<file path="src/core/see_pkg.sv">
// shared constants for the serial eeprom bus slave front end
package see_pkg;

    ////////////////////////////////////////////////////////////////////////
    // widths and sizes
    localparam int unsigned SEE_ADDR_W = 17;
    localparam int unsigned SEE_DATA_W = 8;
    localparam int unsigned SEE_KIND_W = 2;
    // fifo word: kind, id page flag, address, data
    localparam int unsigned SEE_WORD_W =
        SEE_KIND_W + 1 + SEE_ADDR_W + SEE_DATA_W;
    localparam int unsigned SEE_FIFO_DEPTH = 32;
    // room kept free: one data byte plus its closing marker
    localparam int unsigned SEE_FIFO_SPARE = 2;
    localparam int unsigned SEE_PAGE_BITS = 8;

    ////////////////////////////////////////////////////////////////////////
    // select byte layout, sent msb first
    localparam logic [3:0] SEE_TYPE_ARRAY = 4'hA;
    localparam logic [3:0] SEE_TYPE_IDPAGE = 4'hB;
    localparam int unsigned SEE_SEL_TYPE_HI = 7;
    localparam int unsigned SEE_SEL_TYPE_LO = 4;
    localparam int unsigned SEE_SEL_STRAP_HI = 3;
    localparam int unsigned SEE_SEL_STRAP_LO = 2;
    localparam int unsigned SEE_SEL_TOP_ADDR = 1;
    localparam int unsigned SEE_SEL_RW = 0;
    localparam int unsigned SEE_TOP_ADDR_POS = 16;

    ////////////////////////////////////////////////////////////////////////
    // bit counting within a byte
    localparam logic [3:0] SEE_BITS_PER_BYTE = 4'h8;

    ////////////////////////////////////////////////////////////////////////
    // kinds of fifo word handed to the array
    localparam logic [1:0] SEE_KIND_DATA = 2'h0;
    localparam logic [1:0] SEE_KIND_COMMIT = 2'h1;
    localparam logic [1:0] SEE_KIND_DISCARD = 2'h2;

    ////////////////////////////////////////////////////////////////////////
    // protocol engine states
    typedef enum logic [2:0] {
        ST_OFF,
        ST_STANDBY,
        ST_SELECT,
        ST_ADDR_HI,
        ST_ADDR_LO,
        ST_WRITE,
        ST_READ,
        ST_IGNORE
    } see_state_e;

endpackage : see_pkg

</file>
<file path="src/core/see_fifo.sv">
`timescale 1ns/10ps
// write buffer between the bus engine and the array; depth a power of two
module see_fifo
    import see_pkg::*;
#(
    parameter int unsigned WIDTH = SEE_WORD_W,
    parameter int unsigned DEPTH = SEE_FIFO_DEPTH
)
(
    input wire logic clk,
    input wire logic srst,
    input wire logic in_valid,
    output logic in_ready,
    input wire logic [WIDTH-1:0] in_data,
    output logic out_valid,
    input wire logic out_ready,
    output logic [WIDTH-1:0] out_data,
    output logic [$clog2(DEPTH+1)-1:0] level
);

    localparam int unsigned PW = $clog2(DEPTH);
    localparam int unsigned CW = $clog2(DEPTH+1);

    logic [WIDTH-1:0] mem [DEPTH];
    logic [PW-1:0] wptr;
    logic [PW-1:0] rptr;
    logic [CW-1:0] count;
    logic push;
    logic pop;

    ////////////////////////////////////////////////////////////////////////
    // handshakes; pop refills the output register whenever it frees up
    assign in_ready = (count != CW'(DEPTH));
    assign push = in_valid && in_ready;
    assign pop = (count != '0) && (!out_valid || out_ready);
    assign level = count;

    // storage has no reset, only the pointers and count need one
    always_ff @(posedge clk)
    begin
        if (push)
        begin
            mem[wptr] <= in_data;
        end
    end

    // pointers wrap naturally because depth is a power of two
    always_ff @(posedge clk)
    begin
        if (srst)
        begin
            wptr <= '0;
            rptr <= '0;
            count <= '0;
        end
        else
        begin
            if (push)
            begin
                wptr <= wptr + 1'b1;
            end
            if (pop)
            begin
                rptr <= rptr + 1'b1;
            end
            if (push && !pop)
            begin
                count <= count + 1'b1;
            end
            else if (pop && !push)
            begin
                count <= count - 1'b1;
            end
        end
    end

    // registered read data
    always_ff @(posedge clk)
    begin
        if (srst)
        begin
            out_valid <= 1'b0;
            out_data <= '0;
        end
        else if (pop)
        begin
            out_valid <= 1'b1;
            out_data <= mem[rptr];
        end
        else if (out_ready)
        begin
            out_valid <= 1'b0;
        end
    end

endmodule : see_fifo

</file>
<file path="src/core/see_frontend.sv">
`timescale 1ns/10ps
// What this block does
// - compare select bits b3,b2 against the two chip-select strap inputs
// - unconnected strap inputs count as zero when matching
// - write-inhibit high blocks all array writes; low or floating allows
// - under write-inhibit, ack select and address, never ack data bytes
// - serial clock samples incoming bits and times outgoing bits
// - data line only pulled low or released, never driven high
// - ignore the bus until the power-on threshold is crossed
// - crossing the power-on threshold resets state and enters standby
// - supply below threshold stops all responses
// - a stop enters standby unless a write cycle runs
// - array is 128 K locations of 8 bits, 17 address bits
// - optional 256-byte id page, read only once locked
// - select byte msb first: type, strap, top address bit, read/write
// - matching select acked in ninth clock; mismatch releases to standby
// - stop right after a data ack starts the write; elsewhere not
// - during the write cycle the data line is off, no response
module see_frontend
    import see_pkg::*;
#(
    parameter bit HAS_ID_PAGE = 1'b1,
    parameter int unsigned FIFO_DEPTH = SEE_FIFO_DEPTH
)
(
    input wire logic core_clk,
    input wire logic srst,
    input wire logic por_ok,
    input wire logic scl_in,
    input wire logic sda_in,
    output logic sda_out,
    output logic sda_oe,
    input wire logic chip_select_strap_low,
    input wire logic chip_select_strap_high,
    input wire logic write_inhibit_input,
    input wire logic id_page_locked,
    input wire logic array_busy,
    input wire logic [SEE_DATA_W-1:0] rd_data,
    output logic rd_req,
    output logic rd_id,
    output logic [SEE_ADDR_W-1:0] rd_addr,
    output logic wr_valid,
    input wire logic wr_ready,
    output logic [SEE_KIND_W-1:0] wr_kind,
    output logic wr_id,
    output logic [SEE_ADDR_W-1:0] wr_addr,
    output logic [SEE_DATA_W-1:0] wr_data,
    output logic standby,
    output logic write_cycle
);

    localparam int unsigned NSYNC = 6;
    localparam int unsigned LW = $clog2(FIFO_DEPTH+1);

    ////////////////////////////////////////////////////////////////////////
    // helpers
    // true when the select byte addresses this device
    function automatic logic select_match(
        input logic [SEE_DATA_W-1:0] sel,
        input logic [1:0] strap,
        input logic has_id
    );
        logic [3:0] kind;
        kind = sel[SEE_SEL_TYPE_HI:SEE_SEL_TYPE_LO];
        select_match = ((kind == SEE_TYPE_ARRAY) ||
                        (has_id && (kind == SEE_TYPE_IDPAGE))) &&
                       (sel[SEE_SEL_STRAP_HI:SEE_SEL_STRAP_LO] == strap);
    endfunction : select_match

    // next address; inside a page only the low byte counts and rolls over
    function automatic logic [SEE_ADDR_W-1:0] next_addr(
        input logic [SEE_ADDR_W-1:0] cur,
        input logic in_page
    );
        logic [SEE_ADDR_W-1:0] inc;
        inc = cur + 1'b1;
        if (in_page)
        begin
            next_addr = {cur[SEE_ADDR_W-1:SEE_PAGE_BITS],
                         inc[SEE_PAGE_BITS-1:0]};
        end
        else
        begin
            next_addr = inc;
        end
    endfunction : next_addr

    ////////////////////////////////////////////////////////////////////////
    // pin synchronisers; pins are asynchronous to core_clk
    logic [NSYNC-1:0] sync1;
    logic [NSYNC-1:0] sync2;
    logic por_s;
    logic scl_s;
    logic sda_s;
    logic [1:0] strap_s;
    logic inhibit_s;
    logic scl_prev;
    logic sda_prev;

    // the serial clock is oversampled here; its period is several core_clk
    always_ff @(posedge core_clk)
    begin
        if (srst)
        begin
            sync1 <= '0;
            sync2 <= '0;
        end
        else
        begin
            sync1 <= {por_ok, scl_in, sda_in, chip_select_strap_high,
                      chip_select_strap_low, write_inhibit_input};
            sync2 <= sync1;
        end
    end

    assign por_s = sync2[5];
    assign scl_s = sync2[4];
    assign sda_s = sync2[3];
    assign strap_s = sync2[2:1];    // a floating strap reads as zero
    assign inhibit_s = sync2[0];    // floating means low, writes allowed

    // previous levels for edge and condition detection
    always_ff @(posedge core_clk)
    begin
        if (srst)
        begin
            scl_prev <= 1'b1;
            sda_prev <= 1'b1;
        end
        else
        begin
            scl_prev <= scl_s;
            sda_prev <= sda_s;
        end
    end

    logic scl_rise;
    logic scl_fall;
    logic start_det;
    logic stop_det;

    // bits move on clock edges, start and stop are data edges with clock high
    assign scl_rise = scl_s && !scl_prev;   // sample point
    assign scl_fall = !scl_s && scl_prev;   // drive point
    assign start_det = scl_s && scl_prev && sda_prev && !sda_s;
    assign stop_det = scl_s && scl_prev && !sda_prev && sda_s;

    ////////////////////////////////////////////////////////////////////////
    // write buffer toward the array
    logic push_valid;
    logic [SEE_WORD_W-1:0] push_word;
    logic push_ready;
    logic [LW-1:0] level;
    logic [SEE_WORD_W-1:0] pop_word;
    logic room;

    see_fifo #(
        .WIDTH(SEE_WORD_W),
        .DEPTH(FIFO_DEPTH)
    ) u_fifo (
        .clk(core_clk),
        .srst(srst),
        .in_valid(push_valid),
        .in_ready(push_ready),
        .in_data(push_word),
        .out_valid(wr_valid),
        .out_ready(wr_ready),
        .out_data(pop_word),
        .level(level)
    );

    assign wr_kind = pop_word[SEE_WORD_W-1 -: SEE_KIND_W];
    assign wr_id = pop_word[SEE_ADDR_W+SEE_DATA_W];
    assign wr_addr = pop_word[SEE_DATA_W +: SEE_ADDR_W];
    assign wr_data = pop_word[SEE_DATA_W-1:0];
    // a full buffer makes data bytes go unacked, so the master backs off
    assign room = push_ready && (level <= LW'(FIFO_DEPTH - SEE_FIFO_SPARE));

    ////////////////////////////////////////////////////////////////////////
    // protocol engine
    see_state_e state;
    logic [3:0] bit_cnt;
    logic [SEE_DATA_W-1:0] shift;
    logic [SEE_DATA_W-1:0] tx;
    logic [SEE_ADDR_W-1:0] addr;
    logic ack_slot;
    logic ack_done;
    logic byte_acked;
    logic data_done;
    logic pending;
    logic is_id;
    logic stop_commit;
    logic accept;

    // commit only when the stop falls in the slot after a data ack
    assign stop_commit = stop_det && (state == ST_WRITE) && data_done &&
                         !write_cycle && (state != ST_OFF);
    // a data byte is taken only when writes are allowed and room exists
    assign accept = !inhibit_s && room &&
                    !(is_id && id_page_locked);

    // one flat process keeps bit timing and byte decisions in step
    always_ff @(posedge core_clk)
    begin
        push_valid <= 1'b0;
        rd_req <= 1'b0;
        if (srst || !por_s)
        begin
            state <= ST_OFF;                    // deaf below threshold
            bit_cnt <= '0;
            shift <= '0;
            tx <= '0;
            addr <= '0;
            ack_slot <= 1'b0;
            ack_done <= 1'b0;
            byte_acked <= 1'b0;
            data_done <= 1'b0;
            pending <= 1'b0;
            is_id <= 1'b0;
            sda_oe <= 1'b0;
            sda_out <= 1'b0;                    // only ever pulls low
            push_word <= '0;
            rd_id <= 1'b0;
            rd_addr <= '0;
        end
        else if (state == ST_OFF)
        begin
            state <= ST_STANDBY;                // fresh state, standby
        end
        else if (write_cycle)
        begin
            sda_oe <= 1'b0;                     // line off, no reply
            state <= ST_STANDBY;
        end
        else if (start_det || stop_det)
        begin
            sda_oe <= 1'b0;
            bit_cnt <= '0;
            ack_slot <= 1'b0;
            ack_done <= 1'b0;
            data_done <= 1'b0;
            if (pending)
            begin
                // queued bytes are either committed or thrown away
                push_valid <= 1'b1;
                push_word <= {stop_commit ? SEE_KIND_COMMIT : SEE_KIND_DISCARD,
                              is_id, addr, shift};
                pending <= 1'b0;
            end
            state <= start_det ? ST_SELECT : ST_STANDBY;
        end
        else if (state != ST_STANDBY && state != ST_IGNORE && scl_rise)
        begin
            if (ack_slot)
            begin
                // ninth clock: a master noack ends a read
                if (state == ST_READ && sda_s)
                begin
                    state <= ST_IGNORE;
                end
                ack_done <= 1'b1;
                bit_cnt <= '0;
            end
            else if (bit_cnt != SEE_BITS_PER_BYTE)
            begin
                shift <= {shift[SEE_DATA_W-2:0], sda_s};    // msb first
                bit_cnt <= bit_cnt + 1'b1;
                data_done <= data_done && (bit_cnt == '0); // stop rise
            end
        end
        else if (state != ST_STANDBY && state != ST_IGNORE && scl_fall)
        begin
            if (ack_done)
            begin
                // end of the ack slot: release, or put out the next read bit
                ack_done <= 1'b0;
                ack_slot <= 1'b0;
                data_done <= byte_acked;
                byte_acked <= 1'b0;
                sda_oe <= 1'b0;
                if (state == ST_READ)
                begin
                    sda_oe <= !rd_data[SEE_DATA_W-1];
                    tx <= {rd_data[SEE_DATA_W-2:0], 1'b0};
                    addr <= next_addr(addr, is_id);
                end
            end
            else if (bit_cnt == SEE_BITS_PER_BYTE && !ack_slot)
            begin
                ack_slot <= 1'b1;
                sda_oe <= 1'b0;
                case (state)
                    ST_SELECT:
                    begin
                        if (select_match(shift, strap_s, HAS_ID_PAGE))
                        begin
                            sda_oe <= 1'b1;     // ack in ninth clock
                            is_id <= (shift[SEE_SEL_TYPE_HI:SEE_SEL_TYPE_LO]
                                      == SEE_TYPE_IDPAGE);
                            if (shift[SEE_SEL_TYPE_HI:SEE_SEL_TYPE_LO]
                                == SEE_TYPE_ARRAY)
                            begin
                                // top of the 17-bit address
                                addr[SEE_TOP_ADDR_POS] <=
                                    shift[SEE_SEL_TOP_ADDR];
                            end
                            if (shift[SEE_SEL_RW])
                            begin
                                state <= ST_READ;
                                rd_req <= 1'b1;
                                rd_addr <= addr;
                                rd_id <= (shift[SEE_SEL_TYPE_HI:
                                                SEE_SEL_TYPE_LO]
                                          == SEE_TYPE_IDPAGE);
                            end
                            else
                            begin
                                state <= ST_ADDR_HI;
                            end
                        end
                        else
                        begin
                            ack_slot <= 1'b0;
                            state <= ST_STANDBY;        // deselect
                        end
                    end
                    ST_ADDR_HI:
                    begin
                        addr[SEE_ADDR_W-2:SEE_DATA_W] <= shift;
                        sda_oe <= 1'b1;     // acked even when inhibited
                        state <= ST_ADDR_LO;
                    end
                    ST_ADDR_LO:
                    begin
                        addr[SEE_DATA_W-1:0] <= shift;
                        sda_oe <= 1'b1;     // acked even when inhibited
                        state <= ST_WRITE;
                    end
                    ST_WRITE:
                    begin
                        if (accept)
                        begin
                            sda_oe <= 1'b1;
                            byte_acked <= 1'b1;
                            pending <= 1'b1;
                            push_valid <= 1'b1;
                            push_word <= {SEE_KIND_DATA, is_id, addr, shift};
                            addr <= next_addr(addr, 1'b1);  // page rollover
                        end
                        // otherwise noack and nothing queued
                    end
                    ST_READ:
                    begin
                        // master owns the ack; fetch the following byte
                        rd_req <= 1'b1;
                        rd_addr <= addr;
                        rd_id <= is_id;
                    end
                    default:
                    begin
                        ack_slot <= 1'b0;
                    end
                endcase
            end
            else if (state == ST_READ && !ack_slot)
            begin
                sda_oe <= !tx[SEE_DATA_W-1];
                tx <= {tx[SEE_DATA_W-2:0], 1'b0};
            end
        end
    end

    ////////////////////////////////////////////////////////////////////////
    // internal write cycle: from the committing stop until the array is idle
    // the array must raise array_busy when it takes the commit word
    always_ff @(posedge core_clk)
    begin
        if (srst || !por_s)
        begin
            write_cycle <= 1'b0;
        end
        else if (stop_commit)
        begin
            write_cycle <= 1'b1;                // set wins over clear
        end
        else if (!push_valid && level == '0 && !wr_valid && !array_busy)
        begin
            write_cycle <= 1'b0;
        end
    end

    // standby when idle on the bus with no write cycle running
    always_ff @(posedge core_clk)
    begin
        if (srst)
        begin
            standby <= 1'b0;
        end
        else
        begin
            standby <= (state == ST_STANDBY || state == ST_IGNORE) &&
                       !write_cycle;
        end
    end

endmodule : see_frontend

</file>
<file path="config.mk">
export PLATFORM = sky130hd
export DESIGN_NAME = see_frontend
export DESIGN_NICKNAME = d
export VERILOG_FILES = /design/src/core/see_pkg.sv /design/src/core/see_fifo.sv /design/src/core/see_frontend.sv
export SDC_FILE = /design/constraint.sdc
export NUM_CORES = 1
export LEC_CHECK = 0
export ABC_AREA = 1
export BUFFER_PORTS_ARGS = -buffer_cell sky130_fd_sc_hd__clkbuf_2
export CORE_ASPECT_RATIO = 0.75
export CORE_UTILIZATION = 40
export CTS_CLUSTER_DIAMETER = 200
export DETAILED_ROUTE_END_ITERATION = 8
export GPL_TIMING_DRIVEN = 1
export HOLD_SLACK_MARGIN = 0.06
export MAX_ROUTING_LAYER = met4
export PLACE_DENSITY = 0.53
export REMOVE_ABC_BUFFERS = 1
export SLEW_MARGIN = 20
export SYNTH_ARGS = -nofsm -noshare
export SYNTH_HDL_FRONTEND = slang
export SYNTH_HIERARCHICAL = 1
export SYNTH_SLANG_ARGS = --single-unit
export TNS_END_PERCENT = 1
</file>
<file path="constraint.sdc">
create_clock -name core_clk -period 4.7 [get_ports core_clk]
set_clock_uncertainty 0.2 [all_clocks]
set_input_delay 0.94 -clock core_clk [delete_from_list [all_inputs] [get_ports core_clk]]
set_output_delay 0.94 -clock core_clk [all_outputs]
set_load 0.01 [all_outputs]
</file>
==> key figures <==
Run status
  – Status: finished clean

Placement
  – I/O Buffers: 69
  – GP Congestion: 0.8552
  – Post-DP Area: 46780 um^2
  – Hpwl dp: 73.10 mm

Synth
  – Compound-Gate Fraction of Synth Area: 0.03129
  – Synthesized cell area: 44620 um^2
  – Synth Area per Inst: 10.02 um^2
  – Top FF cell, synth: edfxtp_1
  – Fraction of registers with async set/reset: 0
  – Simple-gate share of the synthesized area: 0.2227
  – Ys Warns: 6
  – Number of synthesized register bits: 1051
  – Sequential share of the synthesized area: 0.6725
  – Cells after Synth: 4451
  – Largest family of logic cells by synthesized area: simple AND/OR/NAND/NOR gates
  – Multiplexer share of the synthesized area: 0.0002243
  – Adder-cell share of the synthesized area: 0.004374
  – Xor/xnor share of the synthesized area: 0.002748
  – EDFF count, synth: 896
  – Distinct cells, synth: 49

Clocking
  – TritonCTS Buffers: 104
  – Setup Fix Bufs, Post-CTS: 0
  – Hold_buf cts: 0
  – CTS H-tree lvls: 3
  – CTS tree: built
  – Skew-Pair Late Insertion Delay: 0.71 ns
  – Post-cts gate resize count: 0
  – Clk slew on worst S/H paths: 0.06 ns
  – CTS sink count: 1051
  – Root Driver: clkbuf_16
  – Clock tree buffer depth: 3

STA
  – Max Freq: 0.3009 GHz
  – Setup_tns: 0 ns
  – Final setup viols: 0
  – Worst-Margin Slew: 1.055 ns
  – Hold slack: 0.2017 ns
  – RSZ-0062 raised after global routing: no
  – Final Hold Viols: 0
  – Tmin final: 3.323 ns
  – Slew Viols, Final: 0
  – Slew headroom: 0.2968
  – Crit share post-route: 0.7071

GRT
  – Largest net degree at the start of global routing: 202
  – Gr usage total: 0.2294
  – Initial antenna violation count: 2
  – Grt ovf: 0
  – First-pass GRT wire length: 189.0 mm
  – Vias in the first global route: 28750

Critical path
  – CP Cell Sequence: inv_1, nand3_1, nor3_2, a21boi_2, nand2_1, nor2_4, buf_4
  – Slowest stage cell, crit path: nor2_4
  – CP Max Fanout: 20
  – CP delay by family, top: simple AND/OR/NAND/NOR gates
  – Crit path launch: u_fifo/level[2]
  – Nature of the critical path endpoint: flop
  – Crit path kind: reg2reg
  – CP required: 4.91 ns
  – Critical path launch point type: flop
  – RR Startpoint: u_fifo/level[2]
  – Critical path buffers and inverters: 2
  – Data arrival time of the worst path: 3.53 ns
  – Slowest stage delay, CP: 0.85 ns

Cells and area
  – Most common cell after layout, fill and taps aside: nand2_1
  – Area Overhead vs Synth: 12.69%
  – Final nets: 4526
  – Number of fillers in the final layout: 10270
  – Layout cell share with drive strength beyond 1: 0.08666
  – Fin util: 0.4573
  – Post-route cell area: 50280 um^2
  – Most frequent cells in the layout: nand2_1 (1408), edfxtp_1 (896), nand3_1 (617)

Floorplanning
  – Starting Density: 0.4058
  – Ports: 71
  – Chip height: 291.2 um
  – Die X: 387.7 um
  – Die Area: 112900 um^2
  – Std cell rows: 105
  – Core area: 110000 um^2

Worst hold path
  – Min-Delay Path Class: reg2reg
  – Hold Path Origin: sync1[4]

Detailed routing
  – DRT Wirelength: 125.9 mm
  – Detailed-route vias per instance: 5.150
  – Total number of vias: 31030
  – Pre-antenna DRT Iters: 5
  – Wire length per cell: 20.90 um
  – Drt drc: 0
  – Post-DRT Antenna Nets: 0
  – Initial drt markers: 3114

Pwr
  – Total power: 23870 uW
  – P_leak: 0.01986 uW
  – Pwr dens: 474.8 nW/um^2
  – Max IR drop VDD: 0.4013 mV

Flow run
  – Max Cap Viol: 0
-- flip-flops by register name, indices dropped and copies added, names as in the netlist, 3 cells and up --
register,count
shift,8
addr,17
push_word,28
u_fifo/wptr,5
bit_cnt,4
u_fifo/mem,896
u_fifo/out_data,28
u_fifo/rptr,5
u_fifo/level,6
sync2,6
rd_addr,17
state,3
tx,7
sync1,6
-- path summary, 6_finish.rpt --
| check | endpoint | slack, ns | cells past startpoint |
|---|---|---|---|
| max reg2reg | u_fifo/mem[4][18] | 1.38 | 7 |
| min | sync2[4] | 0.20 | 2 |
| max | u_fifo/mem[4][18] | 1.38 | 7 |
| min reg2reg | sync2[4] | 0.20 | 2 |
-- per-stage QoR --
step	setup slack [ns]	std cells
finish	1.377	6026
global route	1.319	6026
CTS	1.352	6025
detailed placement	1.369	5830
global placement	1.415	5830
floorplan	-14.50	4223
-- final cells by class --
type | instances | area [um^2] | area share
diodes | 1 | 2.502 | 0.00004976
clock buffers | 149 | 3048 | 0.06061
clock inverters | 46 | 452.9 | 0.009007
inverters | 472 | 1788 | 0.03556
multi-input cells | 2700 | 11920 | 0.2370
flip-flops and latches | 1051 | 30030 | 0.5972
well taps | 1444 | 1807 | 0.03593
repair buffers | 163 | 1241 | 0.02468
-- Yosys cell counts, types with 19 or more instances --
master | instances | area, um^2
o21ai_0 | 51 | 255.2
clkbuf_1 | 67 | 251.5
inv_1 | 461 | 1730
buf_2 | 105 | 525.5
edfxtp_1 | 896 | 26910
nor2_1 | 320 | 1201
a21oi_1 | 166 | 830.8
buf_1 | 19 | 71.32
nand2_1 | 1411 | 5296
dfxtp_1 | 155 | 3103
o21ai_1 | 30 | 150.1
nand3_1 | 617 | 3088
buf_4 | 25 | 187.7
-- report_power, final --
part / switching, uW / internal [uW] / total (uW)
combinational: 3550 / 1370 / 4930
clock: 3590 / 4990 / 8580
sequential: 257 / 10100 / 10400
total: 7400 / 16500 / 23900
-- tightest hold or removal path, cell delays in order (launching register included) --
cell and delay (ns):
dfxtp_1 0.29, inv_1 0.04, nor2_1 0.03
-- kinds of logic after synthesis --
| family | count (synthesis) |
|---|---|
| flip-flops | 1051 |
| other | 1 |
| adder cells (fa/ha/maj) | 15 |
| buffers and inverters | 700 |
| AND/OR/NAND/NOR | 2402 |
| XOR/XNOR | 14 |
| AO/OA/AOI/OAI | 267 |
| multiplexers | 1 |
-- metal layers --
layer	track usage	wire length, um	share of wire
met4	0.05265	2642	0.021
met3	0.03382	8995	0.071
met2	0.3199	53040	0.42
met5	-	0	0
met1	0.3491	61240	0.49
No activity file was read; power rests on OpenSTA's default activity.
